### src/logic/plsr_defines.svh
`ifndef PLSR_DEFINES_SVH
`define PLSR_DEFINES_SVH

// Register indices; the APB byte address is four times the index
`define PLSR_P1_PARTNER_IDX 8'h18
`define PLSR_P1_LINK_IDX 8'h19
`define PLSR_P2_PARTNER_IDX 8'h28
`define PLSR_P2_LINK_IDX 8'h29
`define PLSR_P3_PARTNER_IDX 8'h38
`define PLSR_P3_LINK_IDX 8'h39
`define PLSR_P4_PARTNER_IDX 8'h48
`define PLSR_P4_LINK_IDX 8'h49
`define PLSR_RSVD_PARTNER_IDX 8'h58
`define PLSR_RSVD_LINK_IDX 8'h59

// Index split: high nibble is the port slot, low nibble the register
`define PLSR_FIRST_PORT 4'h1
`define PLSR_LAST_PORT 4'h4
`define PLSR_RSVD_PORT 4'h5
`define PLSR_PARTNER_NIB 4'h8
`define PLSR_LINK_NIB 4'h9

// Partner status fields
`define PLSR_FIBER_BIT 7
`define PLSR_PAUSE_HI 5
`define PLSR_PAUSE_LO 4
`define PLSR_P100FD_BIT 3
`define PLSR_P100HD_BIT 2
`define PLSR_P10FD_BIT 1
`define PLSR_P10HD_BIT 0

// Link status fields
`define PLSR_XOVER_BIT 7
`define PLSR_POLRVS_BIT 5
`define PLSR_TXFC_BIT 4
`define PLSR_RXFC_BIT 3
`define PLSR_SPEED_BIT 2
`define PLSR_DUPLEX_BIT 1

// Reset values
`define PLSR_FIBER_RESET 4'h3
`define PLSR_XOVER_RESET 4'hf
`define PLSR_STATUS_RESET 8'h00

`endif

### src/logic/plsr_pkg.sv
package plsr_pkg;

   typedef enum logic [0:0] {
      plsr_st_idle = 1'b0,
      plsr_st_answer = 1'b1
   } plsr_state_type;

   typedef enum logic [1:0] {
      plsr_slot_none = 2'b00,
      plsr_slot_partner = 2'b01,
      plsr_slot_link = 2'b10,
      plsr_slot_rsvd = 2'b11
   } plsr_slot_type;

endpackage

### src/logic/plsr_regs.sv
// Notes on behaviour
// - Partner status bit 7 is fixed fiber flag; ports 1,2 fiber, ports 3,4 copper.
// - Partner status bits 5-4 show the partner's pause ability, reset 00.
// - Partner status bit 3 shows partner 100 Mbps full-duplex ability.
// - Partner status bit 2 shows partner 100 Mbps half-duplex ability.
// - Partner status bit 1 shows partner 10 Mbps full-duplex ability.
// - Partner status bit 0 shows partner 10 Mbps half-duplex ability.
// - Link status bit 7 is writable crossover style select, reset 1.
// - Link status bit 5 shows receive polarity reversed.
// - Link status bit 4 shows transmit flow control active.
// - Link status bit 3 shows receive flow control active.
// - Link status bit 2 shows resolved speed, 1 for 100 Mbps.
// - Link status bit 1 shows resolved duplex, 1 for full.
// - Partner status sits at 0x18, 0x28, 0x38, 0x48; slot 0x58 reserved.
// - Link status sits at 0x19, 0x29, 0x39, 0x49; slot 0x59 reserved.
`timescale 1ns/10ps
`include "plsr_defines.svh"

module plsr_regs #(
   parameter int ADDR_W = 12,
   parameter logic [3:0] FIBER_PORTS = `PLSR_FIBER_RESET
) (
   input wire logic core_clk_in,
   input wire logic rst_n_in,
   input wire logic psel_in,
   input wire logic penable_in,
   input wire logic pwrite_in,
   input wire logic [ADDR_W-1:0] paddr_in,
   input wire logic [31:0] pwdata_in,
   input wire logic [3:0] pstrb_in,
   output logic [31:0] prdata_out,
   output logic pready_out,
   output logic pslverr_out,
   input wire logic [7:0] partner_pause_in,
   input wire logic [3:0] partner_100fd_in,
   input wire logic [3:0] partner_100hd_in,
   input wire logic [3:0] partner_10fd_in,
   input wire logic [3:0] partner_10hd_in,
   input wire logic [3:0] polarity_reversed_in,
   input wire logic [3:0] tx_flow_active_in,
   input wire logic [3:0] rx_flow_active_in,
   input wire logic [3:0] speed_100_in,
   input wire logic [3:0] full_duplex_in,
   output logic [3:0] crossover_style_select_out
);

   plsr_pkg::plsr_state_type state_reg;
   plsr_pkg::plsr_state_type state_next;
   plsr_pkg::plsr_slot_type slot_w;

   logic [31:0] prdata_reg;
   logic [31:0] prdata_next;
   logic pready_reg;
   logic pslverr_reg;
   logic pslverr_next;
   logic [3:0] xover_reg;
   logic [3:0] xover_next;
   logic [3:0] fiber_reg;
   logic [7:0] pause_reg;
   logic [3:0] p100fd_reg;
   logic [3:0] p100hd_reg;
   logic [3:0] p10fd_reg;
   logic [3:0] p10hd_reg;
   logic [3:0] polrvs_reg;
   logic [3:0] txfc_reg;
   logic [3:0] rxfc_reg;
   logic [3:0] speed_reg;
   logic [3:0] duplex_reg;

   // Status inputs are registered once; reads see them one cycle late
   always_ff @(posedge core_clk_in) begin
      if (!rst_n_in) begin
         fiber_reg <= FIBER_PORTS;
         pause_reg <= `PLSR_STATUS_RESET;
         p100fd_reg <= 4'h0;
         p100hd_reg <= 4'h0;
         p10fd_reg <= 4'h0;
         p10hd_reg <= 4'h0;
         polrvs_reg <= 4'h0;
         txfc_reg <= 4'h0;
         rxfc_reg <= 4'h0;
         speed_reg <= 4'h0;
         duplex_reg <= 4'h0;
      end else begin
         fiber_reg <= FIBER_PORTS;
         pause_reg <= partner_pause_in;
         p100fd_reg <= partner_100fd_in;
         p100hd_reg <= partner_100hd_in;
         p10fd_reg <= partner_10fd_in;
         p10hd_reg <= partner_10hd_in;
         polrvs_reg <= polarity_reversed_in;
         txfc_reg <= tx_flow_active_in;
         rxfc_reg <= rx_flow_active_in;
         speed_reg <= speed_100_in;
         duplex_reg <= full_duplex_in;
      end
   end

   // Unlisted bits stay zero
   function automatic logic [7:0] partner_byte(input logic [1:0] p);
      logic [7:0] b;
      b = `PLSR_STATUS_RESET;
      b[`PLSR_FIBER_BIT] = fiber_reg[p];
      b[`PLSR_PAUSE_HI] = pause_reg[2*p+1];
      b[`PLSR_PAUSE_LO] = pause_reg[2*p];
      b[`PLSR_P100FD_BIT] = p100fd_reg[p];
      b[`PLSR_P100HD_BIT] = p100hd_reg[p];
      b[`PLSR_P10FD_BIT] = p10fd_reg[p];
      b[`PLSR_P10HD_BIT] = p10hd_reg[p];
      return b;
   endfunction

   function automatic logic [7:0] link_byte(input logic [1:0] p);
      logic [7:0] b;
      b = `PLSR_STATUS_RESET;
      b[`PLSR_XOVER_BIT] = xover_reg[p];
      b[`PLSR_POLRVS_BIT] = polrvs_reg[p];
      b[`PLSR_TXFC_BIT] = txfc_reg[p];
      b[`PLSR_RXFC_BIT] = rxfc_reg[p];
      b[`PLSR_SPEED_BIT] = speed_reg[p];
      b[`PLSR_DUPLEX_BIT] = duplex_reg[p];
      return b;
   endfunction

   // Address decode
   wire [7:0] idx_w = paddr_in[9:2];
   wire [3:0] port_nib_w = idx_w[7:4];
   wire [3:0] reg_nib_w = idx_w[3:0];
   wire legal_addr_w = (paddr_in[1:0] == 2'b00) && (paddr_in[ADDR_W-1:10] == '0);
   wire port_hit_w = (port_nib_w >= `PLSR_FIRST_PORT) && (port_nib_w <= `PLSR_LAST_PORT);
   wire rsvd_hit_w = (port_nib_w == `PLSR_RSVD_PORT);
   wire partner_nib_w = (reg_nib_w == `PLSR_PARTNER_NIB);
   wire link_nib_w = (reg_nib_w == `PLSR_LINK_NIB);
   wire [3:0] port_off_w = port_nib_w - `PLSR_FIRST_PORT;
   wire [1:0] port_sel_w = port_off_w[1:0];

   assign slot_w = (!legal_addr_w || !(partner_nib_w || link_nib_w)) ?
                   plsr_pkg::plsr_slot_none :
                   rsvd_hit_w ? plsr_pkg::plsr_slot_rsvd :
                   !port_hit_w ? plsr_pkg::plsr_slot_none :
                   partner_nib_w ? plsr_pkg::plsr_slot_partner :
                   plsr_pkg::plsr_slot_link;

   // A plain assign would not wake on status regs read inside the functions
   logic [7:0] rd_byte_w;
   always_comb begin
      if (slot_w == plsr_pkg::plsr_slot_partner) begin
         rd_byte_w = partner_byte(port_sel_w);
      end else if (slot_w == plsr_pkg::plsr_slot_link) begin
         rd_byte_w = link_byte(port_sel_w);
      end else begin
         rd_byte_w = `PLSR_STATUS_RESET;
      end
   end

   // One wait state: answer comes in the second access cycle
   wire access_w = psel_in && penable_in;
   wire start_w = access_w && (state_reg == plsr_pkg::plsr_st_idle);
   wire commit_w = access_w && (state_reg == plsr_pkg::plsr_st_answer);
   wire xover_wr_w = commit_w && pwrite_in && pstrb_in[0] &&
                     (slot_w == plsr_pkg::plsr_slot_link);

   assign state_next = start_w ? plsr_pkg::plsr_st_answer : plsr_pkg::plsr_st_idle;
   assign prdata_next = (start_w && !pwrite_in) ? {24'h0000_00, rd_byte_w} : 32'h0000_0000;
   assign pslverr_next = start_w && (slot_w == plsr_pkg::plsr_slot_none);

   // Only the crossover selector takes write data; all other bits ignore it
   always_comb begin
      xover_next = xover_reg;
      if (xover_wr_w) begin
         xover_next[port_sel_w] = pwdata_in[`PLSR_XOVER_BIT];
      end
   end

   always_ff @(posedge core_clk_in) begin
      if (!rst_n_in) begin
         state_reg <= plsr_pkg::plsr_st_idle;
         pready_reg <= 1'b0;
         prdata_reg <= 32'h0000_0000;
         pslverr_reg <= 1'b0;
         xover_reg <= `PLSR_XOVER_RESET;
      end else begin
         state_reg <= state_next;
         pready_reg <= start_w;
         prdata_reg <= prdata_next;
         pslverr_reg <= pslverr_next;
         xover_reg <= xover_next;
      end
   end

   assign prdata_out = prdata_reg;
   assign pready_out = pready_reg;
   assign pslverr_out = pslverr_reg;
   assign crossover_style_select_out = xover_reg;

   // Checks

   property p_fiber_read;
      @(posedge core_clk_in) disable iff (!rst_n_in)
      (start_w && !pwrite_in && slot_w == plsr_pkg::plsr_slot_partner) |=>
         prdata_out[`PLSR_FIBER_BIT] == FIBER_PORTS[$past(port_sel_w)];
   endproperty
   a_fiber_read: assert property (p_fiber_read)
      else $error("fiber flag read back wrong");

   property p_fiber_fixed;
      @(posedge core_clk_in) disable iff (!rst_n_in)
      $rose(rst_n_in) ##1 1'b1 |-> fiber_reg == FIBER_PORTS;
   endproperty
   a_fiber_fixed: assert property (p_fiber_fixed)
      else $error("fiber flags differ from port media");

   property p_pause_read;
      @(posedge core_clk_in) disable iff (!rst_n_in)
      (start_w && !pwrite_in && slot_w == plsr_pkg::plsr_slot_partner &&
       port_sel_w == 2'b00) |=>
         prdata_out[`PLSR_PAUSE_HI:`PLSR_PAUSE_LO] == $past(pause_reg[1:0]);
   endproperty
   a_pause_read: assert property (p_pause_read)
      else $error("pause ability read back wrong");

   property p_ability_read;
      @(posedge core_clk_in) disable iff (!rst_n_in)
      (start_w && !pwrite_in && slot_w == plsr_pkg::plsr_slot_partner &&
       port_sel_w == 2'b11) |=>
         prdata_out[3:0] == {$past(p100fd_reg[3]), $past(p100hd_reg[3]),
                             $past(p10fd_reg[3]), $past(p10hd_reg[3])};
   endproperty
   a_ability_read: assert property (p_ability_read)
      else $error("partner speed abilities read back wrong");

   property p_xover_write;
      @(posedge core_clk_in) disable iff (!rst_n_in)
      xover_wr_w |=> pready_out == 1'b0 ##0
         crossover_style_select_out[$past(port_sel_w)] == $past(pwdata_in[`PLSR_XOVER_BIT]);
   endproperty
   a_xover_write: assert property (p_xover_write)
      else $error("crossover select write lost");

   property p_xover_hold;
      @(posedge core_clk_in) disable iff (!rst_n_in)
      !xover_wr_w |=> $stable(crossover_style_select_out);
   endproperty
   a_xover_hold: assert property (p_xover_hold)
      else $error("crossover select changed without write");

   property p_link_read;
      @(posedge core_clk_in) disable iff (!rst_n_in)
      (start_w && !pwrite_in && slot_w == plsr_pkg::plsr_slot_link &&
       port_sel_w == 2'b01) |=>
         prdata_out[5:0] == {$past(polrvs_reg[1]), $past(txfc_reg[1]), $past(rxfc_reg[1]),
                             $past(speed_reg[1]), $past(duplex_reg[1]), 1'b0};
   endproperty
   a_link_read: assert property (p_link_read)
      else $error("link status read back wrong");

   property p_map_answer;
      @(posedge core_clk_in) disable iff (!rst_n_in)
      start_w |=> pready_out && (pslverr_out == $past(slot_w == plsr_pkg::plsr_slot_none))
         ##1 !pready_out;
   endproperty
   a_map_answer: assert property (p_map_answer)
      else $error("answer timing or error flag wrong");

   property p_rsvd_zero;
      @(posedge core_clk_in) disable iff (!rst_n_in)
      (start_w && slot_w == plsr_pkg::plsr_slot_rsvd) |=>
         prdata_out == 32'h0000_0000 && !pslverr_out;
   endproperty
   a_rsvd_zero: assert property (p_rsvd_zero)
      else $error("reserved slot did not read zero");

   property p_upper_zero;
      @(posedge core_clk_in) disable iff (!rst_n_in)
      pready_out |-> prdata_out[31:8] == 24'h0000_00 && prdata_out[6] == 1'b0 &&
         (prdata_out[0] == 1'b0 || !$past(slot_w == plsr_pkg::plsr_slot_link));
   endproperty
   a_upper_zero: assert property (p_upper_zero)
      else $error("reserved bits read non-zero");

   property p_partner_reset;
      @(posedge core_clk_in)
      !rst_n_in |=> fiber_reg == FIBER_PORTS &&
         {pause_reg, p100fd_reg, p100hd_reg, p10fd_reg, p10hd_reg} == 24'h00_0000;
   endproperty
   a_partner_reset: assert property (p_partner_reset)
      else $error("partner status not cleared by reset");

   property p_link_reset;
      @(posedge core_clk_in)
      !rst_n_in |=> {polrvs_reg, txfc_reg, rxfc_reg, speed_reg, duplex_reg} == 20'h0_0000;
   endproperty
   a_link_reset: assert property (p_link_reset)
      else $error("link status not cleared by reset");

   property p_xover_reset;
      @(posedge core_clk_in)
      !rst_n_in |=> crossover_style_select_out == `PLSR_XOVER_RESET;
   endproperty
   a_xover_reset: assert property (p_xover_reset)
      else $error("crossover select not set by reset");

   property p_partner_follow;
      @(posedge core_clk_in) disable iff (!rst_n_in)
      1'b1 |=> {pause_reg, p100fd_reg, p100hd_reg, p10fd_reg, p10hd_reg} ==
         $past({partner_pause_in, partner_100fd_in, partner_100hd_in, partner_10fd_in,
                partner_10hd_in});
   endproperty
   a_partner_follow: assert property (p_partner_follow)
      else $error("partner status not tracking its inputs");

   property p_link_follow;
      @(posedge core_clk_in) disable iff (!rst_n_in)
      1'b1 |=> {polrvs_reg, txfc_reg, rxfc_reg, speed_reg, duplex_reg} ==
         $past({polarity_reversed_in, tx_flow_active_in, rx_flow_active_in, speed_100_in,
                full_duplex_in});
   endproperty
   a_link_follow: assert property (p_link_follow)
      else $error("link status not tracking its inputs");

   property p_pause_read_p4;
      @(posedge core_clk_in) disable iff (!rst_n_in)
      (start_w && !pwrite_in && slot_w == plsr_pkg::plsr_slot_partner &&
       port_sel_w == 2'b11) |=>
         prdata_out[`PLSR_PAUSE_HI:`PLSR_PAUSE_LO] == $past(pause_reg[7:6]);
   endproperty
   a_pause_read_p4: assert property (p_pause_read_p4)
      else $error("last port pause ability read back wrong");

   property p_ability_read_p1;
      @(posedge core_clk_in) disable iff (!rst_n_in)
      (start_w && !pwrite_in && slot_w == plsr_pkg::plsr_slot_partner &&
       port_sel_w == 2'b00) |=>
         prdata_out[3:0] == $past({p100fd_reg[0], p100hd_reg[0], p10fd_reg[0], p10hd_reg[0]});
   endproperty
   a_ability_read_p1: assert property (p_ability_read_p1)
      else $error("first port speed abilities read back wrong");

   property p_link_read_p3;
      @(posedge core_clk_in) disable iff (!rst_n_in)
      (start_w && !pwrite_in && slot_w == plsr_pkg::plsr_slot_link &&
       port_sel_w == 2'b10) |=>
         prdata_out[7:1] == $past({crossover_style_select_out[2], 1'b0, polrvs_reg[2],
                                   txfc_reg[2], rxfc_reg[2], speed_reg[2], duplex_reg[2]});
   endproperty
   a_link_read_p3: assert property (p_link_read_p3)
      else $error("third port link status read back wrong");

   property p_other_nowrite;
      @(posedge core_clk_in) disable iff (!rst_n_in)
      (commit_w && pwrite_in && slot_w != plsr_pkg::plsr_slot_link) |=>
         $stable(crossover_style_select_out);
   endproperty
   a_other_nowrite: assert property (p_other_nowrite)
      else $error("write outside link status moved the selector");

   property p_write_zero;
      @(posedge core_clk_in) disable iff (!rst_n_in)
      (start_w && pwrite_in) |=> prdata_out == 32'h0000_0000;
   endproperty
   a_write_zero: assert property (p_write_zero)
      else $error("read data not zero on a write");

   property p_quiet;
      @(posedge core_clk_in) disable iff (!rst_n_in)
      !start_w |=> !pready_out && !pslverr_out;
   endproperty
   a_quiet: assert property (p_quiet)
      else $error("answer without a request");

   property p_unmapped_err;
      @(posedge core_clk_in) disable iff (!rst_n_in)
      (start_w && !legal_addr_w) |=> pslverr_out && prdata_out == 32'h0000_0000;
   endproperty
   a_unmapped_err: assert property (p_unmapped_err)
      else $error("unmapped address not refused");

endmodule

### config.mk
export PLATFORM = sky130hd
export DESIGN_NAME = plsr_regs
export DESIGN_NICKNAME = d
export VERILOG_FILES = /design/src/logic/plsr_pkg.sv /design/src/logic/plsr_regs.sv
export VERILOG_INCLUDE_DIRS = /design/src /design/src/logic
export SDC_FILE = /design/constraint.sdc
export NUM_CORES = 1
export LEC_CHECK = 0
export BUFFER_PORTS_ARGS = -buffer_cell sky130_fd_sc_hd__buf_2
export CELL_PAD_IN_SITES_DETAIL_PLACEMENT = 1
export CELL_PAD_IN_SITES_GLOBAL_PLACEMENT = 2
export CORE_MARGIN = 3
export CORE_UTILIZATION = 23
export CTS_CLUSTER_DIAMETER = 40
export DETAILED_ROUTE_END_ITERATION = 6
export PLACE_DENSITY = 0.82
export SLEW_MARGIN = 10
export SYNTH_ARGS = -nofsm -noshare
export SYNTH_HDL_FRONTEND = slang
export SYNTH_SLANG_ARGS = --single-unit
### constraint.sdc
create_clock -name core_clk_in -period 2 [get_ports core_clk_in]
set_clock_uncertainty 0.15 [all_clocks]
set_input_delay 0.1 -clock core_clk_in [delete_from_list [all_inputs] [get_ports core_clk_in]]
set_output_delay 0.1 -clock core_clk_in [all_outputs]
set_load 0.02 [all_outputs]
==> out/results.tsv <==
metric	value	unit
yosys.area.top_type	dfxtp_1	
clock_path_buffers	2	
maxCapViolCount	0	
core-area	9819	sq um
synth_area_leaders	dfxtp_1 (49%), and2_1 (12%), mux4_2 (12%)	
status	finished clean	
nets	434	
hpwl	4187	um
grt_pass1_wl	9729	um
wl	6036	um
hp-class	in -> reg	
setup.worst_path.end_class	register	
syn_area_per_cell	11.69	sq um
slew_violations	0	
sw_frac_of_total	25.68	%
hold_viol	0	
pwr-share-seq	44.8	%
hold_start	pwrite_in	
fin_crit_sh	91.94	%
synth_top_area_share	49.03	%
setup_tns	0	ns
layout_setup_ws	0.1613	ns
syn_to_final_growth	50.54	%
cts_buffers	9	
drive_gt1_share	33.53	%
largest_reg_flops	8	
max_freq	543.8	MHz
grt_max_degree	50	
start_util	23.70	%
worstSkewPairLatency	0.34	ns
path_clk_slew	0.07	ns
crit_required	2.11	ns
grtUsageTotal	11.37	%
grt_pass1_vias	1999	
vias	1777	
io_pins	135	
final_util	35.68	%
preCtsSetupSlack	0.1605	ns
criticalPathCategory	in -> reg	
setup_viol	0	
drt_pre_antenna_iters	4	
cpMaxStageDelayCell	dlygate4sd3_1	
p_int	1982	uW
synth_edf_count	0	
die_w	106.6	um
clock_power_share	41.7	%
die_y	106.6	um
ys_ff_latch	57	
r2r-start	state_reg	
rows	36	
overflow	0	
async_flop_share	0	%
p_per_area	761.1	nW/um^2
combPwrFrac	13.5	%
remaining_drc_errors	0	
crit_fanout	7	
hold_buffers	52	
yosysUniqueCellTypes	25	
clock_sink_count	57	
crit_start	paddr_in[3]	
wl_per_cell	12.84	um
yosysMostFrequentCell	dfxtp_1	
yosys_warnings	0	
cts_tree	yes	
crit_chain	dlygate4sd3_1 > buf_2 > nor4b_4 > o2111ai_2 > or3_1 > nor3b_2	
syn_area	2327	sq um
ys.flop_type	dfxtp_1	
critPathArrivalTime	1.95	ns
yosys-top-cells-count	dfxtp_1 (57), and2_1 (44), buf_4 (25)	
synthCells	199	
antenna_found_initial	0	
synth_seq_area_share	49.03	%
die_area	11360	sq um
power.leakage	0.001559	uW
port_buffers	75	
worst_path_largest_cell_delay	0.54	ns
cp-start-kind	input port	
rsz0062_at_grt	no	
cts_resized	0	
htreeDepth	3	
ant_nets	0	
drt_first_iter_violations	21	
n_fill_cell	1115	
cts_root_buffer	clkbuf_8	
p_switching	684.6	uW
fin_crit	1.839	ns
diodes	0	
postCtsSetupRepairBufs	0	
total_power	2666	uW
viasPerCell	3.781	
place_congestion	0.6355	
ir_drop	460.5	uV
==> critical path, delay by kind of cell <==
family	cells	cell delay, ns
AND/OR/NAND/NOR	3	1.02
buffers and inverters	2	0.68
AO/OA/AOI/OAI	1	0.16
==> routing by layer <==
layer | up-vias | GRT usage (%) | wire, um
li1 | 872 | - | -
met1 | 831 | 12.73 | 2545
met4 | 0 | 4.932 | 83
met2 | 67 | 19.92 | 3071
met5 | - | 0 | 0
met3 | 7 | 3.432 | 336
==> power groups by stage <==
stage / Clock [uW] / Combinational (uW) / Sequential, uW
after floorplan: 0 / 206 / 1220
after CTS: 1160 / 362 / 1200
final: 1110 / 359 / 1190
after global placement: 0 / 282 / 1220
after detailed placement: 0 / 286 / 1220
after global routing: 1210 / 395 / 1200
==> per-stage QoR <==
stage | std cells | area [sq um] | hold WS (ns)
5_1_grt | 470 | 3503 | 0.1053
3_3_place_gp | 402 | 2778 | 0.1612
2_1_floorplan | 223 | 2417 | 0.07729
4_1_cts | 470 | 3503 | 0.06377
6_report | 470 | 3503 | 0.07993
3_5_place_dp | 402 | 2778 | 0.1614
==> worst paths after layout <==
check / endpoint / slack, ns / depth (start not counted)
min: crossover_style_select_out[3] / 0.08 / 4
min reg2reg: crossover_style_select_out[2] / 0.39 / 2
max: prdata_out[0] / 0.16 / 6
max reg2reg: pslverr_out / 0.55 / 3
==> cell usage in the layout (no fill, tap or decap), drive strengths merged <==
| master | synthesis | layout |
|---|---|---|
| or2 | 1 | 1 |
| or3 | 1 | 1 |
| nor2 | 6 | 6 |
| nor3 | 4 | 4 |
| conb | 1 | 25 |
| or3b | 1 | 1 |
| and2 | 44 | 44 |
| mux4 | 12 | 12 |
| dlygate4sd3 | 0 | 52 |
| nand4b | 1 | 1 |
| ha | 5 | 5 |
| a31oi | 1 | 1 |
| nor2b | 6 | 6 |
| nor4 | 1 | 1 |
| o2111ai | 1 | 1 |
| buf | 28 | 80 |
| bufinv | 0 | 1 |
| nand3 | 1 | 1 |
| inv | 8 | 13 |
| and4 | 1 | 1 |
| nor3b | 1 | 1 |
| clkinvlp | 0 | 1 |
| dfxtp | 57 | 57 |
| nor4b | 1 | 1 |
| clkbuf | 6 | 9 |
| mux2i | 11 | 11 |
==> layout make-up <==
cell class	count	area (sq um)	share of cell area [%]
Inverter	8	30.03	0.8571
Clock inverter	7	81.33	2.321
Clock buffer	9	123.9	3.536
Sequential cell	57	1141	32.57
Timing Repair Buffer	132	945.9	27.00
Tap cell	133	166.4	4.750
Multi-Input combinational cell	124	1015	28.96
==> cells by family (layout without fill, tap and decap cells) <==
kind of cell	count (synthesis)	count (layout)	synth area share, %
and+or+nand+nor	69	69	19.62
AOI/OAI and AO/OA	2	2	0.9140
DFF	57	57	49.03
muxes	23	23	16.34
buffers and inverters	42	156	11.24
other	1	25	0.1611
adders and majority gates	5	5	2.688
No activity file was read; power rests on OpenSTA's default activity.
